**src/core/ppf_pkg.sv**
```systemverilog
// Constants for the port 0 pin function select block (pins 5, 6 and 7).
package ppf_pkg;

  ////////////////////////////////////////////////////////////////////////////
  // Geometry of the block.
  localparam int PIN_COUNT = 3;
  localparam int ADDR_WIDTH = 32;
  localparam int DATA_WIDTH = 16;
  localparam int SEL_WIDTH = 5;
  localparam int PULL_WIDTH = 2;
  localparam int CODE_COUNT = 32;
  localparam int IN_COUNT = 11;

  // Port 0 index of each pin served, lowest index first.
  localparam logic [3:0] PIN_INDEX [PIN_COUNT] = '{4'h5, 4'h6, 4'h7};
  // Highest port 0 index on which analogue and diagnostic routing exist.
  localparam logic [3:0] ANALOG_MAX_INDEX = 4'h3;
  localparam logic [3:0] DIAG_MAX_INDEX = 4'h7;

  ////////////////////////////////////////////////////////////////////////////
  // Register map.
  localparam logic [31:0] PIN5_MODE_SELECT_ADDR = 32'h50003010;
  localparam logic [31:0] PIN6_MODE_SELECT_ADDR = 32'h50003012;
  localparam logic [31:0] PIN7_MODE_SELECT_ADDR = 32'h50003014;
  localparam logic [31:0] MODE_ADDR [PIN_COUNT] =
    '{PIN5_MODE_SELECT_ADDR, PIN6_MODE_SELECT_ADDR, PIN7_MODE_SELECT_ADDR};

  // Field layout of a mode register.
  localparam int PULL_LSB = 8;
  localparam int PULL_MSB = 9;
  localparam int SEL_LSB = 0;
  localparam int SEL_MSB = 4;

  // Reset values.
  localparam logic [1:0] PULL_RESET = 2'h2;
  localparam logic [4:0] SEL_RESET = 5'h00;
  localparam logic [15:0] READ_IDLE = 16'h0000;

  ////////////////////////////////////////////////////////////////////////////
  // Pull and direction encodings.
  localparam logic [1:0] PULL_NONE_IN = 2'h0;
  localparam logic [1:0] PULL_UP_IN = 2'h1;
  localparam logic [1:0] PULL_DOWN_IN = 2'h2;
  localparam logic [1:0] PULL_OUTPUT = 2'h3;

  ////////////////////////////////////////////////////////////////////////////
  // Function selector codes.
  localparam logic [4:0] FN_PORT = 5'h00;
  localparam logic [4:0] FN_SA_RX = 5'h01;
  localparam logic [4:0] FN_SA_TX = 5'h02;
  localparam logic [4:0] FN_SB_RX = 5'h03;
  localparam logic [4:0] FN_SB_TX = 5'h04;
  localparam logic [4:0] FN_SPI_DIN = 5'h05;
  localparam logic [4:0] FN_SPI_DO = 5'h06;
  localparam logic [4:0] FN_SPI_CLK = 5'h07;
  localparam logic [4:0] FN_SPI_EN = 5'h08;
  localparam logic [4:0] FN_I2C_SCL = 5'h09;
  localparam logic [4:0] FN_I2C_SDA = 5'h0A;
  localparam logic [4:0] FN_SA_IR_RX = 5'h0B;
  localparam logic [4:0] FN_SA_IR_TX = 5'h0C;
  localparam logic [4:0] FN_SB_IR_RX = 5'h0D;
  localparam logic [4:0] FN_SB_IR_TX = 5'h0E;
  localparam logic [4:0] FN_ANALOG = 5'h0F;
  localparam logic [4:0] FN_PULSE0 = 5'h10;
  localparam logic [4:0] FN_PULSE1 = 5'h11;
  localparam logic [4:0] FN_DIAG = 5'h12;
  localparam logic [4:0] FN_SA_CTS = 5'h13;
  localparam logic [4:0] FN_SA_RTS = 5'h14;
  localparam logic [4:0] FN_SB_CTS = 5'h15;
  localparam logic [4:0] FN_SB_RTS = 5'h16;
  localparam logic [4:0] FN_PULSE2 = 5'h17;
  localparam logic [4:0] FN_PULSE3 = 5'h18;
  localparam logic [4:0] FN_PULSE4 = 5'h19;
  localparam logic [4:0] FN_LAST = 5'h19;

  // Peripheral input slots, and the selector code that feeds each.
  localparam logic [4:0] IN_CODE [IN_COUNT] = '{
    FN_SA_RX, FN_SB_RX, FN_SPI_DIN, FN_SPI_CLK, FN_SPI_EN, FN_I2C_SCL,
    FN_I2C_SDA, FN_SA_IR_RX, FN_SB_IR_RX, FN_SA_CTS, FN_SB_CTS};

endpackage

```
**src/core/ppf_pin_function_select.sv**
```systemverilog
// Pin mode registers and function routing for port 0 pins 5, 6 and 7.
//
// Overview of operation
// - Pull field 00 none, 01 up, 10 down, 11 output.
// - Pull field resets to 10, pulled-down input.
// - Analogue routing ignores the pull field.
// - Selector 0 is port function, resets to zero.
// - Codes 1-4 are serial A and B lines.
// - Codes 5-8 SPI lines, 9-10 I2C lines.
// - Codes 11-14 are serial A and B infrared.
// - Code 15 analogue, only on port 0 pins 3-0.
// - Code 18 radio diagnostic, port 0 pins 7-0.
// - Codes 19-22 are serial A and B flow control.
// - Codes 16, 17, 23-25 are pulse outputs 0-4.
// - Input conflict: lowest selecting pin index wins.
// - Port 0 pins beat every port 1 pin.
//
// Our own choice: the strobed register port.
`timescale 1ns/10ps
module ppf_pin_function_select
  import ppf_pkg::*;
(
  // Clock, reset and enable.
  input wire logic clk,
  input wire logic rst,
  input wire logic ce,
  // Register port.
  input wire logic [ADDR_WIDTH-1:0] reg_addr,
  input wire logic [DATA_WIDTH-1:0] reg_wdata,
  input wire logic reg_write,
  input wire logic reg_read,
  output logic [DATA_WIDTH-1:0] reg_rdata,
  // Pads.
  input wire logic [PIN_COUNT-1:0] pad_in,
  output logic [PIN_COUNT-1:0] pad_out,
  output logic [PIN_COUNT-1:0] pad_oe,
  output logic [PIN_COUNT-1:0] pad_pull_up,
  output logic [PIN_COUNT-1:0] pad_pull_down,
  output logic [PIN_COUNT-1:0] pad_analog,
  // Plain port function.
  input wire logic [PIN_COUNT-1:0] port_out,
  output logic [PIN_COUNT-1:0] port_in,
  // Peripheral outputs towards the pins.
  input wire logic serial_a_transmit,
  input wire logic serial_b_transmit,
  input wire logic serial_a_infrared_transmit,
  input wire logic serial_b_infrared_transmit,
  input wire logic serial_a_request_to_send,
  input wire logic serial_b_request_to_send,
  input wire logic spi_data_out,
  input wire logic spi_clk_out,
  input wire logic spi_clk_oe,
  input wire logic spi_en_out,
  input wire logic spi_en_oe,
  input wire logic i2c_scl_drive_low,
  input wire logic i2c_sda_drive_low,
  input wire logic pulse_out_zero,
  input wire logic pulse_out_one,
  input wire logic pulse_out_two,
  input wire logic pulse_out_three,
  input wire logic pulse_out_four,
  input wire logic radio_diagnostic_out,
  // Peripheral inputs from the pins.
  output logic serial_a_receive,
  output logic serial_b_receive,
  output logic spi_data_in_sel,
  output logic spi_clk_in,
  output logic spi_en_in,
  output logic i2c_scl_in,
  output logic i2c_sda_in,
  output logic serial_a_infrared_receive,
  output logic serial_b_infrared_receive,
  output logic serial_a_clear_to_send,
  output logic serial_b_clear_to_send,
  // Priority chain with port 0 pins 0-4 above and port 1 below.
  input wire logic [IN_COUNT-1:0] lower_claim,
  input wire logic [IN_COUNT-1:0] lower_value,
  input wire logic [IN_COUNT-1:0] port1_value,
  output logic [IN_COUNT-1:0] port0_claim
);

  ////////////////////////////////////////////////////////////////////////////
  // Helpers.

  // Codes outside the table, and codes a pin cannot honour, fall back to port.
  function automatic logic [4:0] effective_sel(input logic [4:0] sel, input logic [3:0] idx);
    logic [4:0] result;
    result = sel;
    if (sel > FN_LAST) begin
      result = FN_PORT;
    end
    if (sel == FN_ANALOG && idx > ANALOG_MAX_INDEX) begin
      result = FN_PORT;
    end
    if (sel == FN_DIAG && idx > DIAG_MAX_INDEX) begin
      result = FN_PORT;
    end
    return result;
  endfunction

  function automatic logic [DATA_WIDTH-1:0] pack_mode(input logic [1:0] pull,
                                                      input logic [4:0] sel);
    logic [DATA_WIDTH-1:0] word;
    word = READ_IDLE;
    word[PULL_MSB:PULL_LSB] = pull;
    word[SEL_MSB:SEL_LSB] = sel;
    return word;
  endfunction

  ////////////////////////////////////////////////////////////////////////////
  // Mode registers.

  logic [1:0] pull_direction_field_reg [PIN_COUNT];
  logic [4:0] function_selector_reg [PIN_COUNT];
  logic [DATA_WIDTH-1:0] reg_rdata_reg;
  logic [DATA_WIDTH-1:0] reg_rdata_next;
  logic [PIN_COUNT-1:0] addr_hit;
  logic [PIN_COUNT-1:0] write_hit;

  genvar g;
  generate
    for (g = 0; g < PIN_COUNT; g++) begin : g_regs
      assign addr_hit[g] = (reg_addr == MODE_ADDR[g]);
      assign write_hit[g] = reg_write && addr_hit[g];

      // Only the two fields are stored, so reserved bits drop on write.
      always_ff @(posedge clk) begin
        if (rst) begin
          pull_direction_field_reg[g] <= PULL_RESET;
          function_selector_reg[g] <= SEL_RESET;
        end else if (ce && write_hit[g]) begin
          pull_direction_field_reg[g] <= reg_wdata[PULL_MSB:PULL_LSB];
          function_selector_reg[g] <= reg_wdata[SEL_MSB:SEL_LSB];
        end
      end
    end
  endgenerate

  // Unmapped reads return zero.
  always_comb begin
    reg_rdata_next = READ_IDLE;
    for (int i = 0; i < PIN_COUNT; i++) begin
      if (addr_hit[i]) begin
        reg_rdata_next = pack_mode(pull_direction_field_reg[i], function_selector_reg[i]);
      end
    end
  end

  // Read data stand for one cycle only, then return to zero.
  always_ff @(posedge clk) begin
    if (rst) begin
      reg_rdata_reg <= READ_IDLE;
    end else if (ce) begin
      reg_rdata_reg <= reg_read ? reg_rdata_next : READ_IDLE;
    end
  end
  assign reg_rdata = reg_rdata_reg;

  ////////////////////////////////////////////////////////////////////////////
  // Output table: value and enable that each code puts on a pin.

  logic [CODE_COUNT-1:0] code_out;
  logic [CODE_COUNT-1:0] code_oe;

  always_comb begin
    code_out = '0;
    code_oe = '0;
    code_out[FN_SA_TX] = serial_a_transmit;
    code_oe[FN_SA_TX] = 1'b1;
    code_out[FN_SB_TX] = serial_b_transmit;
    code_oe[FN_SB_TX] = 1'b1;
    code_out[FN_SPI_DO] = spi_data_out;
    code_oe[FN_SPI_DO] = 1'b1;
    code_out[FN_SPI_CLK] = spi_clk_out;
    code_oe[FN_SPI_CLK] = spi_clk_oe;
    code_out[FN_SPI_EN] = spi_en_out;
    code_oe[FN_SPI_EN] = spi_en_oe;
    code_oe[FN_I2C_SCL] = i2c_scl_drive_low;
    code_oe[FN_I2C_SDA] = i2c_sda_drive_low;
    code_out[FN_SA_IR_TX] = serial_a_infrared_transmit;
    code_oe[FN_SA_IR_TX] = 1'b1;
    code_out[FN_SB_IR_TX] = serial_b_infrared_transmit;
    code_oe[FN_SB_IR_TX] = 1'b1;
    code_out[FN_PULSE0] = pulse_out_zero;
    code_oe[FN_PULSE0] = 1'b1;
    code_out[FN_PULSE1] = pulse_out_one;
    code_oe[FN_PULSE1] = 1'b1;
    code_out[FN_PULSE2] = pulse_out_two;
    code_oe[FN_PULSE2] = 1'b1;
    code_out[FN_PULSE3] = pulse_out_three;
    code_oe[FN_PULSE3] = 1'b1;
    code_out[FN_PULSE4] = pulse_out_four;
    code_oe[FN_PULSE4] = 1'b1;
    code_out[FN_DIAG] = radio_diagnostic_out;
    code_oe[FN_DIAG] = 1'b1;
    code_out[FN_SA_RTS] = serial_a_request_to_send;
    code_oe[FN_SA_RTS] = 1'b1;
    code_out[FN_SB_RTS] = serial_b_request_to_send;
    code_oe[FN_SB_RTS] = 1'b1;
  end

  ////////////////////////////////////////////////////////////////////////////
  // Per-pin routing.

  logic [4:0] sel_eff [PIN_COUNT];
  logic [PIN_COUNT-1:0] is_port;
  logic [PIN_COUNT-1:0] is_analog;
  logic [PIN_COUNT-1:0] pad_out_next;
  logic [PIN_COUNT-1:0] pad_oe_next;
  logic [PIN_COUNT-1:0] pull_up_next;
  logic [PIN_COUNT-1:0] pull_down_next;
  logic [PIN_COUNT-1:0] pad_out_reg;
  logic [PIN_COUNT-1:0] pad_oe_reg;
  logic [PIN_COUNT-1:0] pull_up_reg;
  logic [PIN_COUNT-1:0] pull_down_reg;
  logic [PIN_COUNT-1:0] analog_reg;
  logic [PIN_COUNT-1:0] port_in_reg;

  generate
    for (g = 0; g < PIN_COUNT; g++) begin : g_pins
      assign sel_eff[g] = effective_sel(function_selector_reg[g], PIN_INDEX[g]);
      assign is_port[g] = (sel_eff[g] == FN_PORT);
      assign is_analog[g] = (sel_eff[g] == FN_ANALOG);
      // In port function the pull field also sets the direction.
      assign pad_out_next[g] = is_port[g] ? port_out[g] : code_out[sel_eff[g]];
      assign pad_oe_next[g] = is_port[g] ?
        (pull_direction_field_reg[g] == PULL_OUTPUT) : code_oe[sel_eff[g]];
      // Analogue routing drops pulls whatever the field holds.
      assign pull_up_next[g] = !is_analog[g] &&
        (pull_direction_field_reg[g] == PULL_UP_IN);
      assign pull_down_next[g] = !is_analog[g] &&
        (pull_direction_field_reg[g] == PULL_DOWN_IN);
    end
  endgenerate

  always_ff @(posedge clk) begin
    if (rst) begin
      pad_out_reg <= '0;
    end else if (ce) begin
      pad_out_reg <= pad_out_next;
    end
  end

  // Pads come up undriven so nothing fights an external source at power-up.
  always_ff @(posedge clk) begin
    if (rst) begin
      pad_oe_reg <= '0;
    end else if (ce) begin
      pad_oe_reg <= pad_oe_next;
    end
  end

  always_ff @(posedge clk) begin
    if (rst) begin
      pull_up_reg <= '0;
    end else if (ce) begin
      pull_up_reg <= pull_up_next;
    end
  end

  always_ff @(posedge clk) begin
    if (rst) begin
      pull_down_reg <= '1;
    end else if (ce) begin
      pull_down_reg <= pull_down_next;
    end
  end

  always_ff @(posedge clk) begin
    if (rst) begin
      analog_reg <= '0;
    end else if (ce) begin
      analog_reg <= is_analog;
    end
  end

  always_ff @(posedge clk) begin
    if (rst) begin
      port_in_reg <= '0;
    end else if (ce) begin
      port_in_reg <= pad_in;
    end
  end

  assign pad_out = pad_out_reg;
  assign pad_oe = pad_oe_reg;
  assign pad_pull_up = pull_up_reg;
  assign pad_pull_down = pull_down_reg;
  assign pad_analog = analog_reg;
  assign port_in = port_in_reg;

  ////////////////////////////////////////////////////////////////////////////
  // Peripheral inputs with priority.

  logic [IN_COUNT-1:0] local_claim;
  logic [IN_COUNT-1:0] local_value;
  logic [IN_COUNT-1:0] in_next;
  logic [IN_COUNT-1:0] in_reg;
  logic [IN_COUNT-1:0] claim_reg;

  // Scanning from the highest pin down lets the lowest selecting pin win.
  always_comb begin
    local_claim = '0;
    local_value = '0;
    for (int s = 0; s < IN_COUNT; s++) begin
      for (int p = PIN_COUNT - 1; p >= 0; p--) begin
        if (sel_eff[p] == IN_CODE[s]) begin
          local_claim[s] = 1'b1;
          local_value[s] = pad_in[p];
        end
      end
    end
  end

  // Pins 0-4 outrank ours; any port 0 pin outranks every port 1 pin.
  assign in_next = (lower_claim & lower_value) |
    (~lower_claim & local_claim & local_value) |
    (~lower_claim & ~local_claim & port1_value);

  always_ff @(posedge clk) begin
    if (rst) begin
      in_reg <= '0;
    end else if (ce) begin
      in_reg <= in_next;
    end
  end

  // The claim goes on to port 1 so that its own pins give way.
  always_ff @(posedge clk) begin
    if (rst) begin
      claim_reg <= '0;
    end else if (ce) begin
      claim_reg <= lower_claim | local_claim;
    end
  end

  assign port0_claim = claim_reg;
  assign serial_a_receive = in_reg[0];
  assign serial_b_receive = in_reg[1];
  assign spi_data_in_sel = in_reg[2];
  assign spi_clk_in = in_reg[3];
  assign spi_en_in = in_reg[4];
  assign i2c_scl_in = in_reg[5];
  assign i2c_sda_in = in_reg[6];
  assign serial_a_infrared_receive = in_reg[7];
  assign serial_b_infrared_receive = in_reg[8];
  assign serial_a_clear_to_send = in_reg[9];
  assign serial_b_clear_to_send = in_reg[10];

endmodule

```
**config.mk**
```make
export PLATFORM = sky130hd
export DESIGN_NAME = ppf_pin_function_select
export DESIGN_NICKNAME = d
export VERILOG_FILES = /design/src/core/ppf_pkg.sv /design/src/core/ppf_pin_function_select.sv
export SDC_FILE = /design/constraint.sdc
export NUM_CORES = 1
export LEC_CHECK = 0
export BUFFER_PORTS_ARGS = -buffer_cell sky130_fd_sc_hd__buf_2
export CAP_MARGIN = 15
export CORE_UTILIZATION = 39
export DETAILED_ROUTE_END_ITERATION = 12
export PLACE_DENSITY = 0.72
export SYNTH_ARGS = -nofsm -noshare
export SYNTH_HDL_FRONTEND = slang
export SYNTH_SLANG_ARGS = --single-unit
```
**constraint.sdc**
```tcl
create_clock -name clk -period 1.6 [get_ports clk]
set_input_delay 0.16 -clock clk [delete_from_list [all_inputs] [get_ports clk]]
set_output_delay 0.16 -clock clk [all_outputs]
set_load 0.02 [all_outputs]
```
Yosys cells after proc, flatten, opt, wreduce, memory -nomap -nowiden
Memories as Yosys holds them, arrays and structs flattened.
Cells that the tools add are included.
{"block": "totals", "regBits": 56, "ramBits": 21, "inputBits": 111, "output_inout_bits": 56, "wordCells": 213, "mem_count": 2}
{"block": "op_classes", "order_cmp": 6, "n_eq_ne": 51, "mux": 111, "bitwise_logic": 16, "reduce_logical": 18}
{"memory": "function_selector_reg", "words": 3, "width": 5, "read_ports": 3, "rd_ports_with_merged_regs": 0, "write_ports": 3, "line": "ppf_pin_function_select.sv:114", "rtl": "logic [4:0] function_selector_reg [PIN_COUNT];"}
{"memory": "pull_direction_field_reg", "words": 3, "width": 2, "read_ports": 3, "rd_ports_with_merged_regs": 0, "write_ports": 3, "line": "ppf_pin_function_select.sv:113", "rtl": "logic [1:0] pull_direction_field_reg [PIN_COUNT];"}
{"operator": "== test 5 x 4 -> 1 bit, second input constant", "n": 21}
{"operator": "== test 32 x 31 -> 1 bit, second input constant", "n": 3}
{"operator": "2-to-1 mux 1 bit", "n": 89}
{"operator": "AND 11 bit", "n": 5}
{"operator": "2-to-1 mux 16 bit", "n": 3}
{"operator": "2-to-1 mux 5 bit", "n": 9}
{"operator": "bitwise OR 11 bit", "n": 3}
{"operator": "binary-select mux 1 bit (select 5 bit)", "n": 6}
{"operator": "== test 5 x 3 -> 1 bit, second input constant", "n": 6}
{"operator": "== test 5 bit, second input constant", "n": 6}
{"operator": "NOT 11 bit", "n": 2}
{"operator": "less-than comparator 5 x 6 -> 1 bit, second input constant", "n": 3}
{"operator": "== test 5 x 1 -> 1 bit, second input constant", "n": 3}
{"operator": "== test 5 x 2 -> 1 bit, second input constant", "n": 3}
{"operator": "greater-than comparator 5 bit, second input constant", "n": 3}
{"operator": "logical NOT 5 bit", "n": 3}
{"operator": "== test 2 bit, second input constant", "n": 6}
{"operator": "logical AND 1 bit", "n": 12}
{"operator": "2-to-1 mux 10 bit", "n": 1}
{"operator": "== test 2 x 1 -> 1 bit, second input constant", "n": 3}
{"operator": "2-to-1 mux 2 bit", "n": 3}
{"operator": "bitwise OR 1 bit", "n": 6}
{"operator": "logical NOT 1 bit", "n": 3}

Longest topological paths before layout
Gate-level depths: netlist (run 1).
An unclocked memory read counts as a cell.
{"block": "logic_depth", "ltp_word": 12, "mapped_depth": 7, "depth_no_buf": 5}

Worst setup path after synthesis (run 1)
Ideal clock, no wire load.
{"block": "synth_path", "path_type": "register to register", "from": "memory function_selector_reg[2][4]", "to": "register in_reg[7]", "setup_time_ns": 0.137, "arrival_time_ns": 1.544, "required_time_ns": 1.463, "slack_ns": -0.081, "path_stages_with_launch": 7, "n_path_buf": 1, "synth_period_minus_slack_ns": 1.681, "path_cell_list": "edfxtp_1 -> buf_6 -> or3b_1 -> nor3_1 -> o22ai_1 -> a221oi_1 -> o32ai_1"}
{"item": "start, declared", "line": "ppf_pin_function_select.sv:114"}
{"item": "end signal, assigned", "line": "ppf_pin_function_select.sv:324", "rtl": "in_reg <= in_next;"}
{"item": "end, declared", "line": "ppf_pin_function_select.sv:298", "rtl": "logic [IN_COUNT-1:0] in_reg;"}

==> run summary, run 1 <==
Die height: 113 um
Top cell type's share of synthesized area: 19.4%
Max_cap viols: 0
Clock Latency Late Sink: 0.35 ns
Critical Path RT: 1.82 ns
RSZ-0062 raised after global routing: true
Synthesized area: 0.00484 mm2
Clock buffer depth: 2
Antenna diodes: 0
Number of flip-flops under the largest register name: 15
FF+latch count, synth: 68
Die ar.: 0.0129 mm2
Yosys cell types: 74
Hold Path Class: input port to flop
Final Hold Violating Endpoints: 0
Synth-to-Final Area Change: 58.8%
Static Leak: 3.32 nW
Tot Pwr: 5.52 mW
Detailed-route DRC error count: 0
Starting Density: 40.2%
Root Buffer: clkbuf_16
Fin crit share: 115%
Core area: 0.0121 mm2
Final ANT Viol Nets: 0
GP Congestion: 0.942
Met3 usage: 5.84%
Dpl ws: -0.258 ns
Syn avg cell area: 8.02 um2
Synth warnings: 0
Failing checks: negative setup slack
Worst Path Class, Setup: flop to flop
DR vias: 6012
CP startpoint kind: flop
Fraction of layout cells with a size suffix above 1: 49.2%
CTS buffer count: 9
Number of enable flip-flop cells after synthesis: 21
Worst EP arrival: 2.06 ns
Met2 Usage GRT: 46.4%
Row Count: 40
Post-Syn Instances: 604
Fill cells: 972
Cell taking the most area after synthesis: dfxtp_1
Max transition margin: 63.6%
Fin worst setup slack: -0.237 ns
P per Cell Area: 717 mW/mm2
Number of detailed-route iterations in the first pass: 5
WHS Path Cells: 3
HPWL after DPL: 13800 um
First DRT Iteration DRCs: 543
GRT Resource Usage Total: 28.7%
CTS tree: done
Worst vdd ir: 0.000805 V
Die X: 113 um
Worst-Margin Slew: 0.544 ns
Final wirelength: 19500 um
Asr flop ratio synth: 0%
IO Port Bufs: 148
Largest net degree at the start of global routing: 35
Clk slew on worst S/H paths: 0.06 ns
Met1 GRT Util: 37.5%
R2R depth: 8
Setup-failing EPs final: 21
Total gr overflow: 0
Global-route wire length before repair: 28600 um
Via/cell ratio: 5.79
Vias in the first global route: 5521
Status: complete, but fails checks
Post-synth top flop: dfxtp_1
Top-Level Pins: 167
Clk sinks: 68
Final Max Tran Viols: 0
Crit path max fanout: 8
Seq/Total Area, Yosys: 32.4%
Initial antenna violation count: 0
Critical path endpoint category: flop
Synth area leaders: dfxtp_1 (19%), edfxtp_1 (13%), nand2_1 (4.7%)
H-tree depth: 3
Busiest grt layer: met2
Setup Skew: 0.00513 ns
Post-layout min period: 1.84 ns
Max Clk Rate: 544 MHz
Nets@finish: 976
Drt wl/cell: 18.8 um
final timing paths:
path	from	end	slack [ns]
worst max register to register	function_selector_reg[2][4]$_SDFFCE_PN0P_	in_reg[4]$_SDFFE_PP0P_	-0.24
worst min register to register	reg_rdata[0]$_SDFFE_PP0P_	reg_rdata[0]$_SDFFE_PP0P_	0.44
worst max-delay path	function_selector_reg[2][4]$_SDFFCE_PN0P_	in_reg[4]$_SDFFE_PP0P_	-0.24
worst min-delay path	port_out[2]	pad_out[2]$_SDFFE_PP0P_	0.1
stage by stage:
stage                     utilization (%)  instance area, um2  hold slack (ns)  setup TNS (ns)  instances
after global routing                 63.8                7690            0.115           -4.55       1038
final                                63.8                7690           0.0965           -3.06       1038
after detailed placement             53.8                6490            0.432           -8.81        986
after global placement               53.8                6490            0.428           -6.01        986
after CTS                            59.1                7130           0.0948           -1.74       1013
after floorplan                         -                4930            0.338               0        612
placed cells by master (no fill, tap or decap), drive strengths merged, types with 12 or more instances in the layout:
| cell type | instances |
|---|---|
| nand3 | 16 |
| and2 | 25 |
| nor2b | 19 |
| dfxtp | 47 |
| o21ai | 27 |
| edfxtp | 21 |
| nor2 | 53 |
| inv | 19 |
| clkbuf | 12 |
| o22ai | 12 |
| nor3 | 18 |
| buf | 299 |
| a21oi | 24 |
| nand2 | 62 |
| a211oi | 29 |
| nand2b | 12 |
| nor4 | 16 |
power by group:
group | internal, mW | leakage (nW) | switching [mW]
clock network | 1.23 | 0.145 | 0.846
logic | 0.676 | 2.59 | 0.821
registers | 1.87 | 0.589 | 0.0715
kinds of logic after synthesis:
kind of cell,Yosys count,synth area share [%]
flip-flops,68,32.4
other,1,0.0774
buffers and inverters,77,7.78
AND/OR/NAND/NOR,270,31.1
AO/OA/AOI/OAI,177,26.0
multiplexers,11,2.58
cell usage after synthesis (all sizes together), types with 3 or more instances:
library cell / count
or3: 3
a211oi: 29
o22ai: 12
a31oi: 9
inv: 16
o21ai: 27
a21o: 4
nor3: 18
mux2i: 8
and3: 5
clkbuf: 22
or3b: 4
nor4b: 5
nand3b: 7
nor2: 53
nand2: 62
nand3: 16
a21oi: 24
a41oi: 3
a311oi: 9
and2: 25
o32ai: 4
dfxtp: 47
o31ai: 8
and3b: 4
a211o: 6
or4: 3
nor2b: 19
a221oi: 3
buf: 38
nor3b: 5
a2111oi: 5
o211ai: 11
nand4: 6
a32oi: 3
nand2b: 12
edfxtp: 21
nor4: 16
worst max-delay path, stage by stage (launching register included):
cell	delay, ns
edfxtp_1	0.39
buf_6	0.17
buf_6	0.12
nor3b_4	0.30
buf_6	0.19
and3_1	0.19
o22ai_2	0.07
a31oi_1	0.18
o32ai_1	0.11
per-layer routing:
layer | vias up | routed length [um]
met1 | 2835 | 8080
met4 | 0 | 759
li1 | 2775 | -
met2 | 336 | 9080
met3 | 66 | 1550
met5 | - | 0
repair_timing:
action | in CTS | in global routing
setup endpoints to repair | 26 | 35
endpoints found under the hold margin | 0 | 0
setup buffers | 10 | 22
pin swaps | 22 | 31
hold buffers | 0 | 0
gates cloned | 1 | 3
gates resized for setup | 57 | 76
layout make-up:
type | count | area [um2] | share of cell area [%]
multi-input cells | 467 | 3450 | 44.8
repair buffers | 302 | 2090 | 27.2
flip-flops and latches | 68 | 1570 | 20.4
clock buffers | 9 | 225 | 2.93
well taps | 168 | 210 | 2.73
clock inverters | 7 | 82.6 | 1.07
inverters | 17 | 67.6 | 0.878
Note: power is estimated with default switching activity, not from simulation.
==> run 2, diff against run 1 <==
Settings changed: CORE_ASPECT_RATIO from default to 1.75.
==> run 2 against run 1 <==
The run still ends with negative setup slack left. Maximum frequency increased by 0.89%. Power shrank 0.38%. Clock skew is 0.0033 ns higher. Register-to-register slack gained 0.02 ns. Final area hardly changed. Via count shrank 0.45%. Sequential power barely moved. Setup slack better by 0.016 ns. Global-route usage increased by 2.4 points. Clock power about the same. Clock-buffer cell count unchanged. Hold slack improved by 0.0059 ns. Critical path type unchanged. Critical endpoint is now pad_oe[1]$_SDFFE_PP0P_. Highest routed layer unchanged.
==> run summary, run 2 (synthesis results as in run 1) <==
Final ANT Viol Nets: 0
Hold Path Class: input port to flop
Number of flip-flops under the largest register name: 15
CTS buffer count: 9
R2R depth: 8
Fin worst setup slack: -0.221 ns
Fin crit share: 114%
IO Port Bufs: 148
Vias in the first global route: 5916
Status: complete, but fails checks
Post-route cell area: 0.00769 mm2
Clk slew on worst S/H paths: 0.06 ns
Die ar.: 0.0129 mm2
Worst vdd ir: 0.000758 V
GRT Resource Usage Total: 31.2%
GP Congestion: 0.968
Static Leak: 3.32 nW
Starting Density: 40.1%
Row Count: 53
Synth-to-Final Area Change: 58.7%
Antenna diodes: 0
Critical Path RT: 1.87 ns
CTS tree: done
Worst-Margin Slew: 0.748 ns
Worst EP arrival: 2.09 ns
WHS Path Cells: 2
Setup Skew: 0.00844 ns
Commonest non-fill, non-tap cell in the layout: buf_2
Final wirelength: 20600 um
Clk sinks: 68
Clock buffer depth: 2
Initial antenna violation count: 0
Largest net degree at the start of global routing: 51
Max transition margin: 49.9%
Detailed-route DRC error count: 0
Placed instance area: 0.00649 mm2
Root Buffer: clkbuf_16
Total gr overflow: 0
CP startpoint kind: flop
Sequential cell area: 0.00157 mm2
Die X: 86.2 um
Drt wl/cell: 20.0 um
HPWL after DPL: 15100 um
Final Max Tran Viols: 0
Footprint of the multi-input gates: 0.00350 mm2
Finished Core Util: 63.7%
Final Hold Violating Endpoints: 0
H-tree depth: 3
Setup-failing EPs final: 26
Die height: 149 um
Top-Level Pins: 167
Tot Pwr: 5.50 mW
Clock Latency Late Sink: 0.34 ns
DR vias: 5985
Max_cap viols: 0
First DRT Iteration DRCs: 326
Worst hold slack: 0.102 ns
Commonest cells after routing, fill and taps aside: buf_2 (149), buf_4 (120), nand2_1 (54), dfxtp_1 (47), nor2_1 (45)
RSZ-0062 raised after global routing: true
Fill cells: 1054
Fraction of layout cells with a size suffix above 1: 49.1%
Number of detailed-route iterations in the first pass: 5
Worst Path Class, Setup: flop to flop
P per Cell Area: 715 mW/mm2
Critical path endpoint category: flop
Failing checks: negative setup slack
Post-layout min period: 1.82 ns
Crit path max fanout: 8
Via/cell ratio: 5.81
Nets@finish: 972
Max Clk Rate: 549 MHz
Core area: 0.0121 mm2
Global-route wire length before repair: 30400 um
## run 2: final cells by class
type | instances | share of cell area, %
clock buffers | 9 | 2.93
clock inverters | 7 | 0.977
inverters | 17 | 0.830
multi-input cells | 467 | 45.5
flip-flops and latches | 68 | 20.4
well taps | 165 | 2.69
repair buffers | 298 | 26.6
## run 2: final timing paths
path                                                                 from                                           end  slack, ns
worst max-delay path            function_selector_reg[1][1]$_SDFFCE_PN0P_                        pad_oe[1]$_SDFFE_PP0P_      -0.22
worst max register to register  function_selector_reg[1][1]$_SDFFCE_PN0P_                        pad_oe[1]$_SDFFE_PP0P_      -0.22
worst min-delay path                                         reg_wdata[9]  pull_direction_field_reg[1][1]$_SDFFCE_PN1P_       0.10
worst min register to register                  reg_rdata[4]$_SDFFE_PP0P_                     reg_rdata[4]$_SDFFE_PP0P_       0.45
## run 2: through the flow
stage	setup TNS [ns]	setup WS, ns	instances
6_report	-2.95	-0.221	1031
2_1_floorplan	0	0.00382	612
4_1_cts	-2.35	-0.163	1025
5_1_grt	-4.72	-0.293	1031
3_5_place_dp	-14.04	-0.294	981
3_3_place_gp	-9.04	-0.252	981
## run 2: repair_timing
item / in CTS / in global routing
gates cloned: 3 / 1
hold buffers: 0 / 0
pin swaps: 40 / 30
setup endpoints to repair: 28 / 37
setup buffers: 25 / 7
gates resized for setup: 73 / 68
## run 2: power breakdown
| group | internal (mW) | switching [mW] |
|---|---|---|
| Sequential | 1.87 | 0.0759 |
| Clock | 1.22 | 0.833 |
| Combinational | 0.670 | 0.829 |
## run 2: metal layers
metal  part of all wire, %  wire [um]  global-route usage (%)
met1                    34       7110                    32.1
met2                    54      11100                    56.3
met3                   5.5       1140                    5.30
met4                   6.3       1310                    21.5
met5                     0          0                       0
## run 2: worst max-delay path: stages (launching register included)
cell	delay, ns
edfxtp_1	0.45
buf_12	0.17
buf_8	0.13
nor2b_2	0.15
nand3_1	0.15
a311oi_2	0.27
o21ai_1	0.12
buf_4	0.17
a21oi_1	0.13
==> run 3, diff against run 2 <==
Settings changed: CTS_BUF_LIST from default to sky130_fd_sc_hd__clkbuf_16, PLACE_DENSITY 0.72 to 0.76.
==> run 3 against run 2 <==
The run still ends with negative setup slack left. Sequential power is essentially flat. Largest power group unchanged. Non-clock buffer count grew 13. Power grew 1.8%. Highest routed layer unchanged. Final cell count grew 1.3%.
==> run summary, run 3 (synthesis results as in run 1) <==
Reg2reg start: function_selector_reg[1][1]$_SDFFCE_PN0P_
Critical path endpoint category: flop
Status: complete, but fails checks
Setup Skew: 0.00818 ns
IO Port Bufs: 148
CTS buffer count: 9
Failing checks: negative setup slack
Root Buffer: clkbuf_16
GP Congestion: 0.941
H-tree depth: 3
Setup-failing EPs final: 26
Clock Latency Late Sink: 0.34 ns
Post-layout min period: 1.86 ns
Nets@finish: 985
Fin crit share: 116%
Largest net degree at the start of global routing: 42
Total gr overflow: 0
DR vias: 6162
Worst vdd ir: 0.000573 V
Placed instance area: 0.00650 mm2
Vias in the first global route: 5885
Fin worst setup slack: -0.260 ns
Initial antenna violation count: 0
Commonest non-fill, non-tap cell in the layout: buf_2
Post-route cell area: 0.00781 mm2
Synth-to-Final Area Change: 61.3%
Clk slew on worst S/H paths: 0.06 ns
CP startpoint kind: flop
Row Count: 53
Max transition margin: 55.3%
Hold Crit Start: reg_wdata[9]
Die X: 86.2 um
Via/cell ratio: 5.90
Clock share of power: 37.9%
GRT Resource Usage Total: 30.4%
P per Cell Area: 717 mW/mm2
Hold Path Class: input port to flop
Footprint of the multi-input gates: 0.00350 mm2
Fill cells: 1024
Top-Level Pins: 167
Int Pwr: 3.86 mW
Dpl ws: -0.258 ns
HPWL after DPL: 14400 um
Switch share: 31.0%
Crit path max fanout: 5
Number of flip-flops under the largest register name: 15
Starting Density: 40.1%
R2R depth: 7
Fraction of layout cells with a size suffix above 1: 49.7%
Finished Core Util: 64.7%
CTS tree: done
Final Hold Violating Endpoints: 0
Hold-fix buffers, CTS: 0
First DRT Iteration DRCs: 494
Static Leak: 3.37 nW
Clk sinks: 68
Drt wl/cell: 19.9 um
Sequential power share: 34.8%
WHS Path Cells: 2
Antenna diodes: 0
Worst Setup SP: function_selector_reg[1][1]$_SDFFCE_PN0P_
Max Clk Rate: 538 MHz
Worst EP arrival: 2.07 ns
Core area: 0.0121 mm2
Detailed-route DRC error count: 0
Final Max Tran Viols: 0
Net Switching: 1.73 mW
Sequential cell area: 0.00157 mm2
Global-route wire length before repair: 29800 um
Worst-Margin Slew: 0.669 ns
Worst Path Class, Setup: flop to flop
Critical Path RT: 1.81 ns
Commonest cells after routing, fill and taps aside: buf_2 (151), buf_4 (124), nand2_1 (56), nor2_1 (49), dfxtp_1 (47)
Clock buffer depth: 2
Final ANT Viol Nets: 0
Number of detailed-route iterations in the first pass: 5
Die height: 149 um
Die ar.: 0.0129 mm2
RSZ-0062 raised after global routing: true
Max_cap viols: 0
Final wirelength: 20800 um
Logic gate share of total power: 27.3%
==> run 3: final timing paths <==
| check | to | slack, ns |
|---|---|---|
| hold / removal | pull_direction_field_reg[2][1]$_SDFFCE_PN1P_ | 0.11 |
| setup / recovery | pad_oe[1]$_SDFFE_PP0P_ | -0.26 |
| hold reg to reg | reg_rdata[8]$_SDFFE_PP0P_ | 0.45 |
| setup reg to reg | pad_oe[1]$_SDFFE_PP0P_ | -0.26 |
==> run 3: area by class of cell <==
class	instances	area share [%]
inverters	17	0.865
multi-input cells	467	44.8
well taps	165	2.64
clock buffers	10	3.20
clock inverters	6	0.881
flip-flops and latches	68	20.1
repair buffers	311	27.5
==> run 3: repair_timing <==
item                       in CTS  in global routing
resized for setup              87                 62
setup endpoints to repair      26                 54
setup buffers                  26                 16
cloned                          3                  2
hold endpoints to repair        0                  0
pin swaps                      39                 36
==> run 3: metrics by stage <==
step	std cells	hold slack (ns)	setup TNS, ns	power, mW
2_1_floorplan	612	0.338	0	2.63
3_3_place_gp	984	0.437	-8.61	3.18
3_5_place_dp	984	0.437	-13.07	3.19
4_1_cts	1028	0.108	-1.82	5.44
6_report	1044	0.114	-3.38	5.60
5_1_grt	1044	0.109	-5.44	5.78
==> run 3: power groups by stage <==
stage | combinational, mW | sequential (mW) | clock, mW
after global routing | 1.61 | 1.95 | 2.22
after CTS | 1.37 | 1.94 | 2.13
after detailed placement | 1.22 | 1.98 | 0
final | 1.53 | 1.95 | 2.12
after floorplan | 0.595 | 2.04 | 0
after global placement | 1.21 | 1.97 | 0
==> run 3: worst max-delay path, cell delays in order, from the launching register on <==
cell and delay [ns]:
edfxtp_1 0.45, buf_12 0.17, buf_6 0.11, o211a_1 0.20
o31ai_2 0.24, a311oi_2 0.15, o21ai_2 0.28, a21oi_1 0.13
==> run 3: routing by layer <==
metal	track usage, %	part of all wire (%)	vias to the layer above
met3	4.80	6.2	119
li1	-	-	2783
met5	0	0	-
met4	24.3	7.7	0
met2	53.9	52	345
met1	31.0	34	2915
